$ cat src/toc_regs.svh
// Register offsets, field positions, reset values and sizes of the
// transmit output block. Definitions only; included by the package users.
`ifndef TOC_REGS_SVH
`define TOC_REGS_SVH

// Avalon byte addresses, one 32-bit word per register
`define TOC_ADDR_W           4
`define TOC_CTRL_OFS         4'h0
`define TOC_DATA_OFS         4'h4
`define TOC_STAT_OFS         4'h8

// Control register: bit 0 dual rail select, bit 1 coding config,
// bit 2 line tristate, bit 3 data polarity
`define TOC_CTRL_W           4
`define TOC_CTRL_RST         4'h4

// Status register fields
`define TOC_STAT_EMPTY_BIT   0
`define TOC_STAT_FULL_BIT    1
`define TOC_STAT_UNDER_BIT   2
`define TOC_STAT_LEVEL_LSB   8

// Transmit data buffer
`define TOC_FIFO_WIDTH       8
`define TOC_FIFO_DEPTH       16
`define TOC_LEVEL_W          5
`define TOC_BITCNT_LAST      3'h7

`endif

$ cat src/toc_pkg.sv
// Types shared by the transmit output block.
// Assumes toc_regs.svh supplies the sizes.
`include "toc_regs.svh"

package toc_pkg;

  // Control fields; dual_rail sits in bit 0
  typedef struct packed {
    logic polarity;
    logic tristate;
    logic coding;
    logic dual_rail;
  } toc_ctrl_t;

  typedef enum logic [1:0] {
    TOC_MODE_OFF     = 2'b00,
    TOC_MODE_ANALOG  = 2'b01,
    TOC_MODE_OPTICAL = 2'b10
  } toc_mode_t;

  typedef enum logic {
    TOC_SER_IDLE = 1'b0,
    TOC_SER_BYTE = 1'b1
  } toc_ser_t;

endpackage

$ cat src/toc_tx_output.sv
// Transmit output selection and CMI line coder for one port.
// Assumes port_tx_clock is synchronous to clk_sys and slower than half
// its rate; software feeds bytes over an Avalon-MM slave.
//
// The register offsets and the Avalon-MM slave port are this design's own decisions.
`timescale 1ns/1ps
`include "toc_regs.svh"

module toc_tx_output (
  // Clock and reset
  input  wire logic                     clk_sys,
  input  wire logic                     rst,
  // Avalon-MM slave
  input  wire logic [`TOC_ADDR_W-1:0]   avs_address,
  input  wire logic                     avs_read,
  input  wire logic                     avs_write,
  input  wire logic [31:0]              avs_writedata,
  input  wire logic [3:0]               avs_byteenable,
  output logic      [31:0]              avs_readdata,
  output logic                          avs_waitrequest,
  // Port transmit clock, sampled as an ordinary input
  input  wire logic                     port_tx_clock,
  // Optical single-rail output
  output logic                          optical_tx_data_out,
  output logic                          optical_tx_data_oe,
  // Analog line driver pair
  output logic                          analog_line_out_a,
  output logic                          analog_line_out_b,
  output logic                          analog_line_oe
);

  toc_pkg::toc_ctrl_t ctrl_r;
  toc_pkg::toc_mode_t mode;
  toc_pkg::toc_ser_t  ser_r;

  logic                       req;
  logic                       grant;
  logic                       done;
  logic                       data_push;
  logic                       fifo_in_ready;
  logic                       fifo_out_valid;
  logic [`TOC_FIFO_WIDTH-1:0] fifo_out_data;
  logic                       fifo_out_ready;
  logic [`TOC_LEVEL_W-1:0]    fifo_level;
  logic                       underrun_r;
  logic                       tclk_q_r;
  logic                       tx_rise;
  logic                       tx_fall;
  logic [`TOC_FIFO_WIDTH-1:0] shreg_r;
  logic [2:0]                 bitcnt_r;
  logic                       next_bit;
  logic                       cur_bit_r;
  logic                       alt_r;
  logic                       level_r;
  logic [31:0]                stat_word;

  // Bus handshake: one wait cycle, longer for a data write while the buffer is full; answer from a register
  assign req   = avs_read || avs_write;
  assign grant = req && avs_waitrequest &&
                 !(avs_write && avs_address == `TOC_DATA_OFS &&
                   !fifo_in_ready);
  assign done  = req && !avs_waitrequest;
  assign data_push = done && avs_write && avs_byteenable[0] &&
                     avs_address == `TOC_DATA_OFS;

  always_ff @(posedge clk_sys or posedge rst) begin
    if (rst) begin
      avs_waitrequest <= 1'b1;
    end else begin
      avs_waitrequest <= !grant;
    end
  end

  assign stat_word = {19'h0_0000, fifo_level, 5'h00, underrun_r,
                      !fifo_in_ready, fifo_level == '0};

  always_ff @(posedge clk_sys or posedge rst) begin
    if (rst) begin
      avs_readdata <= 32'h0000_0000;
    end else if (grant && avs_read) begin
      if (avs_address == `TOC_CTRL_OFS) begin
        avs_readdata <= {28'h000_0000, ctrl_r};
      end else if (avs_address == `TOC_STAT_OFS) begin
        avs_readdata <= stat_word;
      end else begin
        avs_readdata <= 32'h0000_0000;
      end
    end
  end

  always_ff @(posedge clk_sys or posedge rst) begin
    if (rst) begin
      ctrl_r <= `TOC_CTRL_RST;
    end else if (done && avs_write && avs_byteenable[0] &&
                 avs_address == `TOC_CTRL_OFS) begin
      ctrl_r <= avs_writedata[`TOC_CTRL_W-1:0];
    end
  end

  // Mode decode; dual rail and coding together select nothing at all
  always_comb begin
    mode = toc_pkg::TOC_MODE_OFF;
    if (ctrl_r.tristate) begin
      mode = toc_pkg::TOC_MODE_OFF;
    end else if (!ctrl_r.dual_rail && ctrl_r.coding) begin
      mode = toc_pkg::TOC_MODE_ANALOG;
    end else if (ctrl_r.dual_rail && !ctrl_r.coding) begin
      mode = toc_pkg::TOC_MODE_OPTICAL;
    end
  end

  toc_fifo #(
    .WIDTH (`TOC_FIFO_WIDTH),
    .DEPTH (`TOC_FIFO_DEPTH)
  ) u_fifo (
    .clk_sys   (clk_sys),
    .rst       (rst),
    .in_valid  (data_push),
    .in_data   (avs_writedata[`TOC_FIFO_WIDTH-1:0]),
    .in_ready  (fifo_in_ready),
    .out_valid (fifo_out_valid),
    .out_data  (fifo_out_data),
    .out_ready (fifo_out_ready),
    .level     (fifo_level)
  );

  // Edge detect on the transmit clock
  always_ff @(posedge clk_sys or posedge rst) begin
    if (rst) begin
      tclk_q_r <= 1'b0;
    end else begin
      tclk_q_r <= port_tx_clock;
    end
  end

  assign tx_rise = port_tx_clock && !tclk_q_r;
  assign tx_fall = !port_tx_clock && tclk_q_r;

  // Byte serialiser, LSB first; idle sends ones to keep the line busy
  assign fifo_out_ready = (ser_r == toc_pkg::TOC_SER_IDLE);
  assign next_bit = (ser_r == toc_pkg::TOC_SER_BYTE) ? shreg_r[0] : 1'b1;

  always_ff @(posedge clk_sys or posedge rst) begin
    if (rst) begin
      ser_r    <= toc_pkg::TOC_SER_IDLE;
      shreg_r  <= '0;
      bitcnt_r <= 3'h0;
    end else begin
      case (ser_r)
        toc_pkg::TOC_SER_IDLE: begin
          if (fifo_out_valid) begin
            ser_r    <= toc_pkg::TOC_SER_BYTE;
            shreg_r  <= fifo_out_data;
            bitcnt_r <= 3'h0;
          end
        end
        toc_pkg::TOC_SER_BYTE: begin
          if (tx_rise) begin
            shreg_r  <= {1'b0, shreg_r[`TOC_FIFO_WIDTH-1:1]};
            bitcnt_r <= 3'(bitcnt_r + 1'b1);
            if (bitcnt_r == `TOC_BITCNT_LAST) begin
              ser_r <= toc_pkg::TOC_SER_IDLE;
            end
          end
        end
        default: begin
          ser_r <= toc_pkg::TOC_SER_IDLE;
        end
      endcase
    end
  end

  // Starved while driving the line; set wins over a write-one clear
  always_ff @(posedge clk_sys or posedge rst) begin
    if (rst) begin
      underrun_r <= 1'b0;
    end else if (tx_rise && ser_r == toc_pkg::TOC_SER_IDLE &&
                 mode != toc_pkg::TOC_MODE_OFF) begin
      underrun_r <= 1'b1;
    end else if (done && avs_write && avs_byteenable[0] &&
                 avs_address == `TOC_STAT_OFS &&
                 avs_writedata[`TOC_STAT_UNDER_BIT]) begin
      underrun_r <= 1'b0;
    end
  end

  // CMI coder: rising edge opens a bit, falling edge is mid-bit
  always_ff @(posedge clk_sys or posedge rst) begin
    if (rst) begin
      cur_bit_r <= 1'b0;
      alt_r     <= 1'b0;
      level_r   <= 1'b0;
    end else if (tx_rise) begin
      cur_bit_r <= next_bit;
      if (next_bit) begin
        level_r <= !alt_r;
        alt_r   <= !alt_r;
      end else begin
        level_r <= 1'b0;
      end
    end else if (tx_fall && !cur_bit_r) begin
      level_r <= 1'b1;
    end
  end

  // Pin drivers; disabled pins also park their data low
  always_ff @(posedge clk_sys or posedge rst) begin
    if (rst) begin
      optical_tx_data_out <= 1'b0;
      optical_tx_data_oe  <= 1'b0;
    end else begin
      optical_tx_data_oe  <= (mode == toc_pkg::TOC_MODE_OPTICAL);
      optical_tx_data_out <= (mode == toc_pkg::TOC_MODE_OPTICAL) &&
                             (level_r ^ ctrl_r.polarity);
    end
  end

  always_ff @(posedge clk_sys or posedge rst) begin
    if (rst) begin
      analog_line_out_a <= 1'b0;
      analog_line_out_b <= 1'b0;
      analog_line_oe    <= 1'b0;
    end else begin
      analog_line_oe    <= (mode == toc_pkg::TOC_MODE_ANALOG);
      analog_line_out_a <= (mode == toc_pkg::TOC_MODE_ANALOG) && level_r;
      analog_line_out_b <= (mode == toc_pkg::TOC_MODE_ANALOG) && !level_r;
    end
  end
endmodule

$ cat src/toc_fifo.sv
// Transmit data FIFO with a registered read port.
// Assumes one clock and a power-of-two depth.
`timescale 1ns/1ps

module toc_fifo #(
  parameter int WIDTH = 8,
  parameter int DEPTH = 16
) (
  // Clock and reset
  input  wire logic                         clk_sys,
  input  wire logic                         rst,
  // Filling side
  input  wire logic                         in_valid,
  input  wire logic [WIDTH-1:0]             in_data,
  output wire logic                         in_ready,
  // Draining side
  output logic                              out_valid,
  output logic [WIDTH-1:0]                  out_data,
  input  wire logic                         out_ready,
  // Words held, output stage included
  output wire logic [$clog2(DEPTH+1)-1:0]   level
);
  localparam int AW = $clog2(DEPTH);
  localparam int CW = $clog2(DEPTH+1);

  logic [WIDTH-1:0] mem [DEPTH];
  logic [AW-1:0]    wp_r;
  logic [AW-1:0]    rp_r;
  logic [CW-1:0]    cnt_r;
  logic             push;
  logic             load;

  assign in_ready = (cnt_r != CW'(DEPTH));
  assign push     = in_valid && in_ready;
  assign load     = (cnt_r != '0) && (!out_valid || out_ready);
  assign level    = CW'(cnt_r + CW'(out_valid));

  always_ff @(posedge clk_sys) begin
    if (push) begin
      mem[wp_r] <= in_data;
    end
  end

  always_ff @(posedge clk_sys or posedge rst) begin
    if (rst) begin
      wp_r <= '0;
    end else if (push) begin
      wp_r <= AW'(wp_r + 1'b1);
    end
  end

  // Output stage is a register so read data never come from the array
  always_ff @(posedge clk_sys or posedge rst) begin
    if (rst) begin
      rp_r      <= '0;
      out_valid <= 1'b0;
      out_data  <= '0;
    end else if (load) begin
      rp_r      <= AW'(rp_r + 1'b1);
      out_valid <= 1'b1;
      out_data  <= mem[rp_r];
    end else if (out_ready) begin
      out_valid <= 1'b0;
    end
  end

  always_ff @(posedge clk_sys or posedge rst) begin
    if (rst) begin
      cnt_r <= '0;
    end else begin
      cnt_r <= CW'(cnt_r + CW'(push) - CW'(load));
    end
  end

endmodule

$ cat config.mk
export PLATFORM = sky130hd
export DESIGN_NAME = toc_tx_output
export DESIGN_NICKNAME = d
export VERILOG_FILES = /design/src/toc_pkg.sv /design/src/toc_tx_output.sv /design/src/toc_fifo.sv
export VERILOG_INCLUDE_DIRS = /design/src /design/src/src
export SDC_FILE = /design/constraint.sdc
export NUM_CORES = 1
export LEC_CHECK = 0
export BUFFER_PORTS_ARGS = -buffer_cell sky130_fd_sc_hd__buf_2
export CELL_PAD_IN_SITES_DETAIL_PLACEMENT = 1
export CELL_PAD_IN_SITES_GLOBAL_PLACEMENT = 1
export CORE_MARGIN = 2
export CORE_UTILIZATION = 56
export CTS_BUF_LIST = sky130_fd_sc_hd__clkbuf_8
export DETAILED_ROUTE_END_ITERATION = 16
export HOLD_SLACK_MARGIN = 0.03
export PLACE_DENSITY_LB_ADDON = 0.1
export SYNTH_ARGS = -nofsm -noshare
export SYNTH_HDL_FRONTEND = slang
export SYNTH_SLANG_ARGS = --single-unit
export TNS_END_PERCENT = 1
$ cat constraint.sdc
create_clock -name clk_sys -period 6.9 [get_ports clk_sys]
set_input_delay 1.725 -clock clk_sys [delete_from_list [all_inputs] [get_ports clk_sys]]
set_output_delay 1.725 -clock clk_sys [all_outputs]
set_load 0.02 [all_outputs]
Word level (Yosys, flattened, before mapping)
Memories as Yosys holds them, arrays and structs flattened. A register that Yosys moved wholly into a read port is not among the register bits.
Cells that the tools add are included.
{"block": "totals", "ff_bits": 73, "ramBits": 128, "in_bits": 45, "out_inout_bits": 38, "mem_count": 1}
{"block": "op_classes", "n_addsub": 6, "n_eq_ne": 9, "muxes": 25, "bitwise_logic": 2, "reduce_logical": 46}
{"memory": "u_fifo.mem", "depth": 16, "word_bits": 8, "rd": 1, "rd_clocked_by_memory_dff": 1, "wr": 1, "line": "toc_fifo.sv:26", "source": "logic [WIDTH-1:0] mem [DEPTH];"}
{"operator": "13-bit two-way mux", "count": 2}
{"operator": "1-bit logical AND", "count": 24}
{"operator": "8-bit two-way mux", "count": 2}
{"operator": "8-bit case mux with 2 select lines", "count": 1}
{"operator": "1-bit two-way mux", "count": 13}
{"operator": "1-bit logical NOT", "count": 12}
{"operator": "5-bit by 1-bit adder with 5-bit output", "count": 2}
{"operator": "4-bit by 1-bit adder with 4-bit output (second input constant)", "count": 2}
{"operator": "2-bit two-way mux", "count": 3}
{"operator": "3-bit two-way mux", "count": 2}
{"operator": "2-bit by 1-bit inequality test with 1-bit output (second input constant)", "count": 3}
{"operator": "3-bit case mux with 2 select lines", "count": 1}
{"operator": "2-bit nonzero test", "count": 3}
{"operator": "5-bit logical NOT", "count": 1}
{"operator": "5-bit inequality test (second input constant)", "count": 1}
{"operator": "5-bit nonzero test", "count": 1}
{"operator": "5-bit by 1-bit subtractor with 5-bit output", "count": 1}
{"operator": "4-bit by 3-bit equality test with 1-bit output (second input constant)", "count": 1}
{"operator": "4-bit equality test (second input constant)", "count": 1}
{"operator": "4-bit logical NOT", "count": 1}
{"operator": "2-bit AND reduction", "count": 2}
{"operator": "3-bit by 1-bit adder with 3-bit output (second input constant)", "count": 1}
{"operator": "3-bit equality test (second input constant)", "count": 1}
{"operator": "2-bit by 1-bit equality test with 1-bit output (second input constant)", "count": 1}
{"operator": "5 further kinds", "count": 6}

Logic depth before layout (Yosys ltp)
Gate-level depths: netlist of run 1.
{"block": "logic_depth", "depth_word": 8, "depth_mapped": 14, "mapped_depth_nobuf": 13}

By module
Synthesis of run 1 repeated with hierarchy kept, for this count alone.
{"block": "unflattened", "hier_cells": 471, "area_unflattened_um2": 7908.8}
{"module": "toc_fifo", "instances": 1, "cells_per_inst": 316, "area_each_um2": 6059.6, "seq_area_each_um2": 4394.2}
{"module": "toc_tx_output", "instances": 1, "cells_per_inst": 155, "area_each_um2": 1849.3, "seq_area_each_um2": 903.4}

Worst setup path after synthesis of run 1
No wires, ideal clock.
{"block": "synth_timing", "kind": "input to register", "startpoint": "input avs_byteenable[0]", "endpoint": "register u_fifo.cnt_r[4]", "arrival_time_ns": 3.168, "required_ns": 6.777, "setup_slack_ns": 3.609, "path_stages": 9, "n_path_buf": 1, "cell_sequence": "and3b_1 > and3b_1 > buf_4 > ha_1 > fa_1 > a21oi_1 > nor2_1 > nor2_1 > xnor2_1"}
{"block": "synth_via", "elab_chain_len": 5}
{"element": "start, declared", "line": "toc_tx_output.sv:18", "source": "input wire logic [3:0] avs_byteenable,"}
{"element": "1-bit logical AND", "line": "toc_tx_output.sv:63", "source": "assign data_push = done && avs_write && avs_byteenable[0] &&"}
{"element": "1-bit logical AND (no source line)"}
{"element": "1-bit logical AND", "line": "toc_fifo.sv:34", "source": "assign push = in_valid && in_ready;"}
{"element": "net u_fifo.push", "line": "toc_fifo.sv:30", "source": "logic push;"}
{"element": "5-bit by 1-bit adder with 5-bit output", "line": "toc_fifo.sv:71", "source": "cnt_r <= CW'(cnt_r + CW'(push) - CW'(load));"}
{"element": "5-bit by 1-bit subtractor with 5-bit output", "line": "toc_fifo.sv:71"}
{"element": "end signal, assigned", "line": "toc_fifo.sv:71"}
{"element": "end, declared", "line": "toc_fifo.sv:29", "source": "logic [CW-1:0] cnt_r;"}
The timed path passes the listed nets, and every way through them passes these cells.
A chain may end at the register's enable or synchronous reset.

Worst setup path after layout of run 1
{"block": "layout_timing", "startpoint": "input avs_address[1]", "endpoint": "memory u_fifo.mem[10][4] (enable)"}
{"block": "layout_via", "elab_chain_len": 5}
{"element": "start, declared", "line": "toc_tx_output.sv:14", "source": "input wire logic [`TOC_ADDR_W-1:0] avs_address,"}
{"element": "4-bit by 3-bit equality test with 1-bit output (no source line)"}
{"element": "1-bit logical AND (no source line)"}
{"element": "1-bit logical AND", "line": "toc_fifo.sv:34"}
{"element": "1-bit two-way mux", "line": "toc_fifo.sv:39", "source": "if (push) begin"}
{"element": "1-bit two-way mux (implied by the code)", "line": "toc_fifo.sv:40", "source": "mem[wp_r] <= in_data;"}
{"element": "end, declared", "line": "toc_fifo.sv:26"}
No other way between the ends.

==> results.tsv, run 1 <==
metric	value	unit
timing.final.setup_violations	0	
switching_power	0.0008200	W
timing.critical_path.arrival	3700	ps
initial_core_util	57.51	%
synth_enable_flop_cells	128	
synthCells	479	
synth.top_cell.area_share	48.15	%
cts.reportedPaths.clkPinSlew	100	ps
leakagePower	3.330	nW
result_of_the_run	complete, no violations	
average_detailed_routed_wire_length_per_instance	21.29	µm
ys_warn_count	0	
crit_path_max_fanout	10	
final_hold_viol_count	0	
num_vias	4063	
power.internal	0.001924	W
slowest_cell_delay_on_critical_path	780	ps
async_flop_share	31.18	%
num_ports	83	
holdCritPathClass	reg2reg	
layout-drive-gt1-share	16.67	%
grtUsageTotal	22.03	%
r2r.worst_path.cells	13	
die_span_x	123.4	µm
synth_adder_area_share	2.915	%
worst-endpoint-required	6980	ps
nets_final	578	
xor_xnor_fraction_of_synth_area	1.755	%
die_area	15230	µm²
yosysUniqueCellTypes	57	
pwr-share-clk	26.3	%
skew	9.505	ps
synth.cells.most_frequent	sky130_fd_sc_hd__edfxtp_1 (128), sky130_fd_sc_hd__dfrtp_1 (56), sky130_fd_sc_hd__nand2_1 (37)	
synth_seq_cells	186	
timing.hold.worst_path_depth	1	
synth_top_flop_cell	sky130_fd_sc_hd__edfxtp_1	
final_number_of_max_transition_violations	0	
cts_root_buffer	sky130_fd_sc_hd__clkbuf_8	
dominant_cell_by_count_in_the_synthesized_netlist	sky130_fd_sc_hd__edfxtp_1	
grt_antenna_before_repair	0	
routed.top_layer	met4	
detail_route.wirelength.met1	6.235	mm
worst_slew_pin_slew	965.5	ps
tritoncts	yes	
maximum_achievable_frequency	276.2	MHz
p_per_area	321.5	nW/µm²
max-clock-path-buffers	2	
port-buffer-count	32	
synth_area	7983	µm²
yosysSeqAreaShare	66.36	%
gp_congestion	0.7128	
drtPass1Iterations	4	
relSlewSlack	35.40	%
synth.top_cells.by_area	sky130_fd_sc_hd__edfxtp_1 (48%), sky130_fd_sc_hd__dfrtp_1 (18%), sky130_fd_sc_hd__mux4_1 (8.6%)	
layout_area_growth_over_synthesis	6.912	%
clock_tree.htree_level_count	4	
cts_made_buffers	17	
hold_path_startpoint	alt_r	
std_cell_rows	43	
via_count_of_the_first_global_routing_pass	4378	
grt_overflow	0	
wirelength	15.08	mm
cts-resized-gates	0	
crit_buf_inv	1	
drt-initial-drc-count	228	
netlist.top_cell.by_area	sky130_fd_sc_hd__edfxtp_1	
netSwitchingFraction	29.89	%
worst_setup_path_end_kind	flip-flop	
met3_wirelength	616	µm
detailed_placement_wirelength_estimate	10.02	mm
maximum_vdd_ir_drop	0.1764	mV
grt_max_degree	59	
timing.reg2reg.setup_slack	3430	ps
synth_top_family_by_area	multiplexers	
first_pass_grt_wire_length	23.81	mm
compound_cell_area_share_of_the_yosys_netlist	4.906	%
worst_path_dominant_cell_family	simple AND/OR/NAND/NOR gates	
cts.sink_count	186	
final_antenna_net_count	0	
tns	0	ps
mean_syn_cell_area	16.67	µm²
drcViolationCount	0	
final_worst_path_cycle_share	52.46	%
cp_slowest_cell	sky130_fd_sc_hd__nor2_1	
combinational_fraction_of_design_power	22.7	%
worstSkewPairLatency	450	ps
via_per_inst	5.739	
startpoint_type	input port	
power.share.sequential	51.0	%
final_period_demand_of_the_worst_path	3620	ps
placeable_core_area	13880	µm²
layout.core_utilization	61.48	%
r2r-start	u_fifo.cnt_r[2]	
critical_path_depth	5	
worst_hold_path_endpoint	alt_r	
floorplan.die.height	123.4	µm
yosys-mux-area-fraction	13.20	%
synthSimpleGateAreaFrac	5.784	%
rsz_0062_raised_after_global_routing	false	
criticalPathCategory	in2reg	
antennaDiodeCount	0	
cap_violations	0	
cp_cell_sequence	buf_2 -> nor4b_2 -> and3b_1 -> nand3b_1 -> nor2_1	
cts_hold_repair.buffers	0	
wl_met2	7.976	mm
post-cts-setup-buffers	0	
r2r-end	u_fifo.cnt_r[4]	
## worst register-to-register path: cells and delay by family (launching register included)
family	cells	cell delay, ps
flops	1	440
buf+inv	3	350
compound gates	2	730
fa+ha+maj	4	1110
simple gates	3	670
xor+xnor	1	120
## state kept, by name (all words and copies together), names as in the netlist, 3 cells and up
name and count:
shreg_r 8, u_fifo.out_data 8, bitcnt_r 3, ctrl_r 4, u_fifo.cnt_r 5, u_fifo.rp_r 4, avs_readdata 9, u_fifo.wp_r 4
u_fifo.mem 128
## final cells by class
cell class / count / area (µm²)
multi-input cells: 257 / 2366
flip-flops and latches: 186 / 5298
repair buffers: 35 / 182.7
clock inverters: 15 / 161.4
clock buffers: 17 / 234.0
well taps: 180 / 225.2
inverters: 18 / 67.56
fillers: 1289 / 5346
## power groups by stage
stage	logic [W]	registers, W	clock network (W)
detailed placement	0.000630	0.00143	0
finish	0.000622	0.00140	0.000721
CTS	0.000634	0.00140	0.000732
global route	0.000697	0.00142	0.000776
floorplan	0.000542	0.00139	0
global placement	0.000600	0.00142	0
## kinds of logic after synthesis
kind of cell    after synthesis
mux                          55
compound gates               61
other cells                   1
xor+xnor                     16
fa+ha+maj                    18
simple gates                 84
buf+inv                      58
flops                       186
## worst max path at each step
stage | start | end | slack, ps
floorplan | avs_byteenable[0] | u_fifo.cnt_r[4] | 3610
global placement | avs_address[1] | u_fifo.mem[8][3] | 2910
detailed placement | avs_address[1] | u_fifo.mem[8][7] | 2760
CTS | avs_address[1] | u_fifo.mem[8][0] | 3250
global route | u_fifo.cnt_r[3] | u_fifo.cnt_r[4] | 3090
finish | avs_address[1] | u_fifo.mem[10][4] | 3280
## layer usage
layer / global-route usage, % / up-vias
li1: - / 1854
met1: 27.06 / 2091
met2: 38.70 / 101
met3: 4.059 / 17
met4: 8.594 / 0
met5: 0 / -
## placed cells by master, fill, tap and decap left out, types with 4 or more instances in the layout
cell type / instances
sky130_fd_sc_hd__edfxtp_1: 128
sky130_fd_sc_hd__dfrtp_1: 56
sky130_fd_sc_hd__nand2_1: 37
sky130_fd_sc_hd__buf_2: 32
sky130_fd_sc_hd__mux4_1: 26
sky130_fd_sc_hd__conb_1: 23
sky130_fd_sc_hd__mux2i_1: 19
sky130_fd_sc_hd__o21ai_0: 18
sky130_fd_sc_hd__inv_1: 17
sky130_fd_sc_hd__ha_1: 17
sky130_fd_sc_hd__clkbuf_8: 17
sky130_fd_sc_hd__and2_1: 13
sky130_fd_sc_hd__xnor2_1: 12
sky130_fd_sc_hd__nor2_1: 10
sky130_fd_sc_hd__a21o_1: 9
sky130_fd_sc_hd__o22ai_1: 7
sky130_fd_sc_hd__a211oi_1: 7
sky130_fd_sc_hd__inv_6: 7
sky130_fd_sc_hd__mux4_2: 6
sky130_fd_sc_hd__a21oi_1: 6
sky130_fd_sc_hd__xor2_1: 4
sky130_fd_sc_hd__mux2_2: 4
## through the flow
stage / power, W / hold slack, ps / cell area [µm²] / setup WS (ps) / instances
final: 0.002744 / 482.7 / 8534 / 3280 / 708
after global routing: 0.002892 / 499.5 / 8534 / 3094 / 708
after detailed placement: 0.002056 / 469.4 / 8139 / 2760 / 676
after CTS: 0.002768 / 488.7 / 8534 / 3249 / 708
after global placement: 0.002019 / 459.4 / 8139 / 2909 / 676
after floorplan: 0.001933 / 444.6 / 8065 / 3609 / 501
No activity file was read; power rests on OpenSTA's default activity.
==> inputs of run 2 (changes only) <==
Settings changed: CORE_UTILIZATION 56 to 47.
Clock period 6.9 ns to 3.1 ns, I/O delays scaled along.
==> run 2 against run 1 <==
Compared with the run above: final cell count up 8.2%; combinational power up 130%; hold slack worse by 42 ps; clock skew barely moved; sequential power up 120%; register-to-register slack worse by 3100 ps; first-iteration DRC count is 30% higher; clock-buffer cell count stayed put; global-route usage decreased by 3.5 points; critical endpoint is now u_fifo.cnt_r[4]; largest power group unchanged; highest routed layer unchanged.
==> results.tsv, run 2 (synthesis results as in run 1) <==
metric	value	unit
maximum_achievable_frequency	355.4	MHz
worst_slew_pin_slew	914.4	ps
wirelength	15.51	mm
startpoint_type	flip-flop	
maximum_vdd_ir_drop	0.3331	mV
largest_register_ff_count	128	
skew	9.850	ps
timing.final.setup_violations	0	
cap_violations	0	
initial_core_util	48.14	%
layout-drive-gt1-share	19.41	%
worstSkewPairLatency	460	ps
worst-endpoint-required	3480	ps
max_flop_register	u_fifo.mem	
tritoncts	yes	
relSlewSlack	37.29	%
antennaDiodeCount	0	
final_worst_path_cycle_share	90.76	%
post-cts-setup-buffers	0	
via_per_inst	5.337	
timing.critical_path.arrival	3190	ps
clock_tree.htree_level_count	4	
drtPass1Iterations	4	
mostFrequentLayoutCell	sky130_fd_sc_hd__edfxtp_1	
final_period_demand_of_the_worst_path	2813	ps
gp_congestion	0.7391	
placeable_core_area	16580	µm²
die_area	18040	µm²
worst_hold_slack	440.4	ps
leakagePower	3.429	nW
worst_setup_path_end_kind	flip-flop	
p_per_area	704.5	nW/µm²
num_vias	4088	
top_regs	u_fifo.mem (128), avs_readdata (9)	
floorplan.die.height	134.3	µm
result_of_the_run	complete, no violations	
rsz_0062_raised_after_global_routing	false	
grt_max_degree	37	
drcViolationCount	0	
grt_overflow	0	
crit_path_max_fanout	5	
drt-initial-drc-count	296	
cts_root_buffer	sky130_fd_sc_hd__clkbuf_8	
cts.reportedPaths.clkPinSlew	90	ps
cts_hold_repair.buffers	0	
startpoint	u_fifo.cnt_r[2]	
first_pass_grt_wire_length	24.32	mm
timing.reg2reg.setup_slack	290	ps
final_antenna_net_count	0	
final_hold_viol_count	0	
num_ports	83	
detailed_placement_wirelength_estimate	10.17	mm
grtUsageTotal	18.50	%
tns	0	ps
cts.sink_count	186	
post-route-worst-setup-slack	286.5	ps
criticalPathCategory	reg2reg	
nets_final	596	
holdCritPathClass	in2async	
layout_area_growth_over_synthesis	9.122	%
std_cell_rows	47	
max-clock-path-buffers	2	
average_detailed_routed_wire_length_per_instance	20.25	µm
r2r-start	u_fifo.cnt_r[2]	
die_span_x	134.3	µm
cts_made_buffers	17	
grt_antenna_before_repair	0	
final_number_of_max_transition_violations	0	
cts-resized-gates	0	
placement.setup.worst_slack	279.0	ps
port-buffer-count	32	
via_count_of_the_first_global_routing_pass	4279	
layout.cells.most_common_list	sky130_fd_sc_hd__edfxtp_1 (128), sky130_fd_sc_hd__dfrtp_1 (56), sky130_fd_sc_hd__nand2_1 (37)	
-- run 2: cell count changes in the layout (fill, tap and decap cells not counted), sizes merged --
cell      delta
buf         +18
bufinv       -1
clkinv       +1
clkinvlp     -2
inv          +2
-- run 2: power breakdown --
part | total, W | internal, W | switching (W)
clock | 0.00161 | 0.000669 | 0.000942
combinational | 0.00141 | 0.000682 | 0.000727
sequential | 0.00312 | 0.00289 | 0.000232
-- run 2: stage by stage --
stage | instances | power, W | instance area [µm²] | util, %
detailed placement | 734 | 0.004604 | 8324 | 50.20
CTS | 766 | 0.006213 | 8711 | 52.53
global placement | 734 | 0.004549 | 8324 | 50.20
finish | 766 | 0.006137 | 8711 | 52.53
floorplan | 501 | 0.004303 | 8065 | -
global route | 766 | 0.006461 | 8711 | 52.53
-- run 2: final cells by class --
type	instances	area (µm²)
flip-flops and latches	186	5298
inverters	18	67.56
clock inverters	15	152.6
fillers	1592	7873
multi-input cells	257	2366
clock buffers	17	234.0
well taps	220	275.3
repair buffers	53	317.8
-- run 2: worst max-delay path: stages, from the launching register on --
cell and delay [ps]:
sky130_fd_sc_hd__dfrtp_1 460, sky130_fd_sc_hd__inv_1 110, sky130_fd_sc_hd__ha_1 180, sky130_fd_sc_hd__nor4b_1 260, sky130_fd_sc_hd__buf_4 180, sky130_fd_sc_hd__a21o_1 90, sky130_fd_sc_hd__inv_1 100, sky130_fd_sc_hd__ha_1 290
sky130_fd_sc_hd__inv_1 40, sky130_fd_sc_hd__ha_1 190, sky130_fd_sc_hd__fa_1 420, sky130_fd_sc_hd__a21oi_1 140, sky130_fd_sc_hd__nor2_1 50, sky130_fd_sc_hd__nor2_1 110, sky130_fd_sc_hd__xnor2_1 120
-- run 2: final timing paths --
path                                     to  depth (start not counted)
min reg2reg                      shreg_r[0]                          2
min in group clk_sys               tclk_q_r                          1
max reg2reg                 u_fifo.cnt_r[4]                         14
min                        avs_readdata[10]                          2
max                         u_fifo.cnt_r[4]                         14
max in group asynchronous         ctrl_r[2]                          3
-- run 2: layer usage --
| layer | part of all wire, % | track usage, % | vias up | routed length (µm) |
|---|---|---|---|---|
| li1 | - | - | 1893 | - |
| met1 | 44 | 23.81 | 2113 | 6787 |
| met2 | 52 | 31.60 | 69 | 8056 |
| met3 | 2.8 | 3.930 | 13 | 429 |
| met4 | 1.5 | 5.906 | 0 | 237 |
| met5 | 0 | 0 | - | 0 |
==> inputs of run 3 (changes only) <==
Settings changed: CORE_MARGIN 2 to default, CORE_UTILIZATION 47 to 34, SETUP_SLACK_MARGIN from default to 0.2.
==> run 3 against run 2 <==
Compared with the run above: global-route usage decreased by 4.1 points; hold slack got worse by 83 ps; total power decreased by 0.84%; critical path depth unchanged.
==> results.tsv, run 3 (synthesis results as in run 1) <==
metric	value	unit
max-clock-path-buffers	2	
tns	0	ps
drt-initial-drc-count	204	
cp_slowest_cell	sky130_fd_sc_hd__dfrtp_1	
gp_congestion	0.6848	
die_span_x	155.2	µm
crit_path_max_fanout	4	
final_hold_viol_count	0	
cap_violations	0	
initial_core_util	34.94	%
std_cell_rows	55	
p_per_area	685.8	nW/µm²
maximum_achievable_frequency	374.0	MHz
criticalPathCategory	reg2reg	
r2r.worst_path.cells	14	
port-buffer-count	32	
via_count_of_the_first_global_routing_pass	4419	
grt_antenna_before_repair	0	
worst_setup_path_end_kind	flip-flop	
cts.sink_count	186	
timing.reg2reg.setup_slack	430	ps
detailed_placement_wirelength_estimate	11.12	mm
cts.reportedPaths.clkPinSlew	100	ps
wirelength	16.31	mm
die_area	24090	µm²
r2r-start	u_fifo.cnt_r[3]	
skew	15.71	ps
cts_root_buffer	sky130_fd_sc_hd__clkbuf_8	
maximum_vdd_ir_drop	0.2850	mV
holdCritPathClass	in2async	
average_detailed_routed_wire_length_per_instance	18.81	µm
worst-endpoint-required	3490	ps
layout-drive-gt1-share	20.94	%
max_flop_register	u_fifo.mem	
largest_register_ff_count	128	
floorplan.die.height	155.2	µm
mostFrequentLayoutCell	sky130_fd_sc_hd__edfxtp_1	
layout.cells.most_common_list	sky130_fd_sc_hd__edfxtp_1 (128), sky130_fd_sc_hd__dfrtp_1 (55), sky130_fd_sc_hd__nand2_1 (37)	
timing.final.setup_violations	0	
clock_tree.htree_level_count	4	
startpoint_type	flip-flop	
placeable_core_area	22850	µm²
post-route-cell-area	8874	µm²
antennaDiodeCount	0	
final_number_of_max_transition_violations	0	
final_antenna_net_count	0	
drtPass1Iterations	4	
rsz_0062_raised_after_global_routing	false	
leakagePower	3.463	nW
worstSkewPairLatency	460	ps
num_ports	83	
final_period_demand_of_the_worst_path	2674	ps
top_regs	u_fifo.mem (128), avs_readdata (9)	
num_vias	4136	
nets_final	604	
r2r-end	u_fifo.cnt_r[4]	
relSlewSlack	36.86	%
final_worst_path_cycle_share	86.25	%
layout_area_growth_over_synthesis	11.16	%
tritoncts	yes	
cts_hold_repair.buffers	0	
grtUsageTotal	14.38	%
grt_overflow	0	
via_per_inst	4.770	
timing.critical_path.arrival	3060	ps
grt_max_degree	29	
dpl-instance-area	8471	µm²
worst_hold_slack	357.1	ps
first_pass_grt_wire_length	25.58	mm
worst_slew_pin_slew	920.8	ps
drcViolationCount	0	
slowest_cell_delay_on_critical_path	400	ps
cp_cell_sequence	inv_1 -> ha_1 -> nor4b_4 -> buf_4 -> a21o_1 -> inv_1 -> ha_1 -> inv_1 -> ha_1 -> fa_2 -> a21oi_2 -> nor2_1 -> nor2_1 -> xnor2_1	
cts_made_buffers	17	
result_of_the_run	complete, no violations	
-- run 3: per-layer routing --
| metal | global-route usage, % | vias up | wire length (µm) |
|---|---|---|---|
| met2 | 25.20 | 74 | 8502 |
| met3 | 3.120 | 9 | 505 |
| met1 | 18.04 | 2149 | 7185 |
| met5 | 0 | - | 0 |
| li1 | - | 1904 | - |
| met4 | 3.641 | 0 | 116 |
-- run 3: how the worst max path moves through the flow --
stage,end,from,slack [ps]
2_1_floorplan,u_fifo.cnt_r[4],u_fifo.cnt_r[3],520
3_3_place_gp,u_fifo.cnt_r[4],u_fifo.cnt_r[3],130
3_5_place_dp,u_fifo.cnt_r[4],u_fifo.cnt_r[2],100
4_1_cts,u_fifo.cnt_r[4],u_fifo.cnt_r[2],210
5_1_grt,u_fifo.cnt_r[4],u_fifo.cnt_r[3],200
6_report,u_fifo.cnt_r[4],u_fifo.cnt_r[3],430
-- run 3: final cells by class --
type                       instances  area [µm²]
sequential                       186        5299
multi-input combinational        257        2387
inverter                          18       67.56
clock buffer                      17       234.0
tap                              313       391.6
clock inverter                    15       116.4
timing repair buffer              61       377.9
fill                            2344       13970
-- run 3: timing repair --
item | 4_1_cts | 5_1_grt
setup endpoints to repair | 1 | 1
setup buffers | 0 | 4
resized for setup | 1 | 4
pin swaps | 0 | 0
-- run 3: through the flow --
step / util [%] / setup WS (ps) / cells / total power, W
detailed placement: 37.08 / 104.0 / 831 / 0.004632
global placement: 37.08 / 131.0 / 831 / 0.004568
finish: 38.84 / 426.4 / 867 / 0.006086
CTS: 38.64 / 207.5 / 863 / 0.006137
floorplan: - / 519.7 / 501 / 0.004303
global route: 38.84 / 195.2 / 867 / 0.006446
-- run 3: power by group --
| part | total (W) | leakage, nW | internal [W] | switching, W |
|---|---|---|---|---|
| sequential | 0.00310 | 1.88 | 0.00289 | 0.000210 |
| clock | 0.00149 | 0.186 | 0.000572 | 0.000920 |
| combinational | 0.00149 | 1.40 | 0.000724 | 0.000771 |
| total | 0.00609 | 3.46 | 0.00418 | 0.00190 |
-- run 3: critical path: cells and delay by family, from the launching register on --
family                     cells  cell delay [ps]
and+or+nand+nor                3              370
xor gates and xnor gates       1              120
adders and majority gates      4             1050
DFF                            1              400
buffers and inverters          4              410
AOI/OAI and AO/OA              2              240
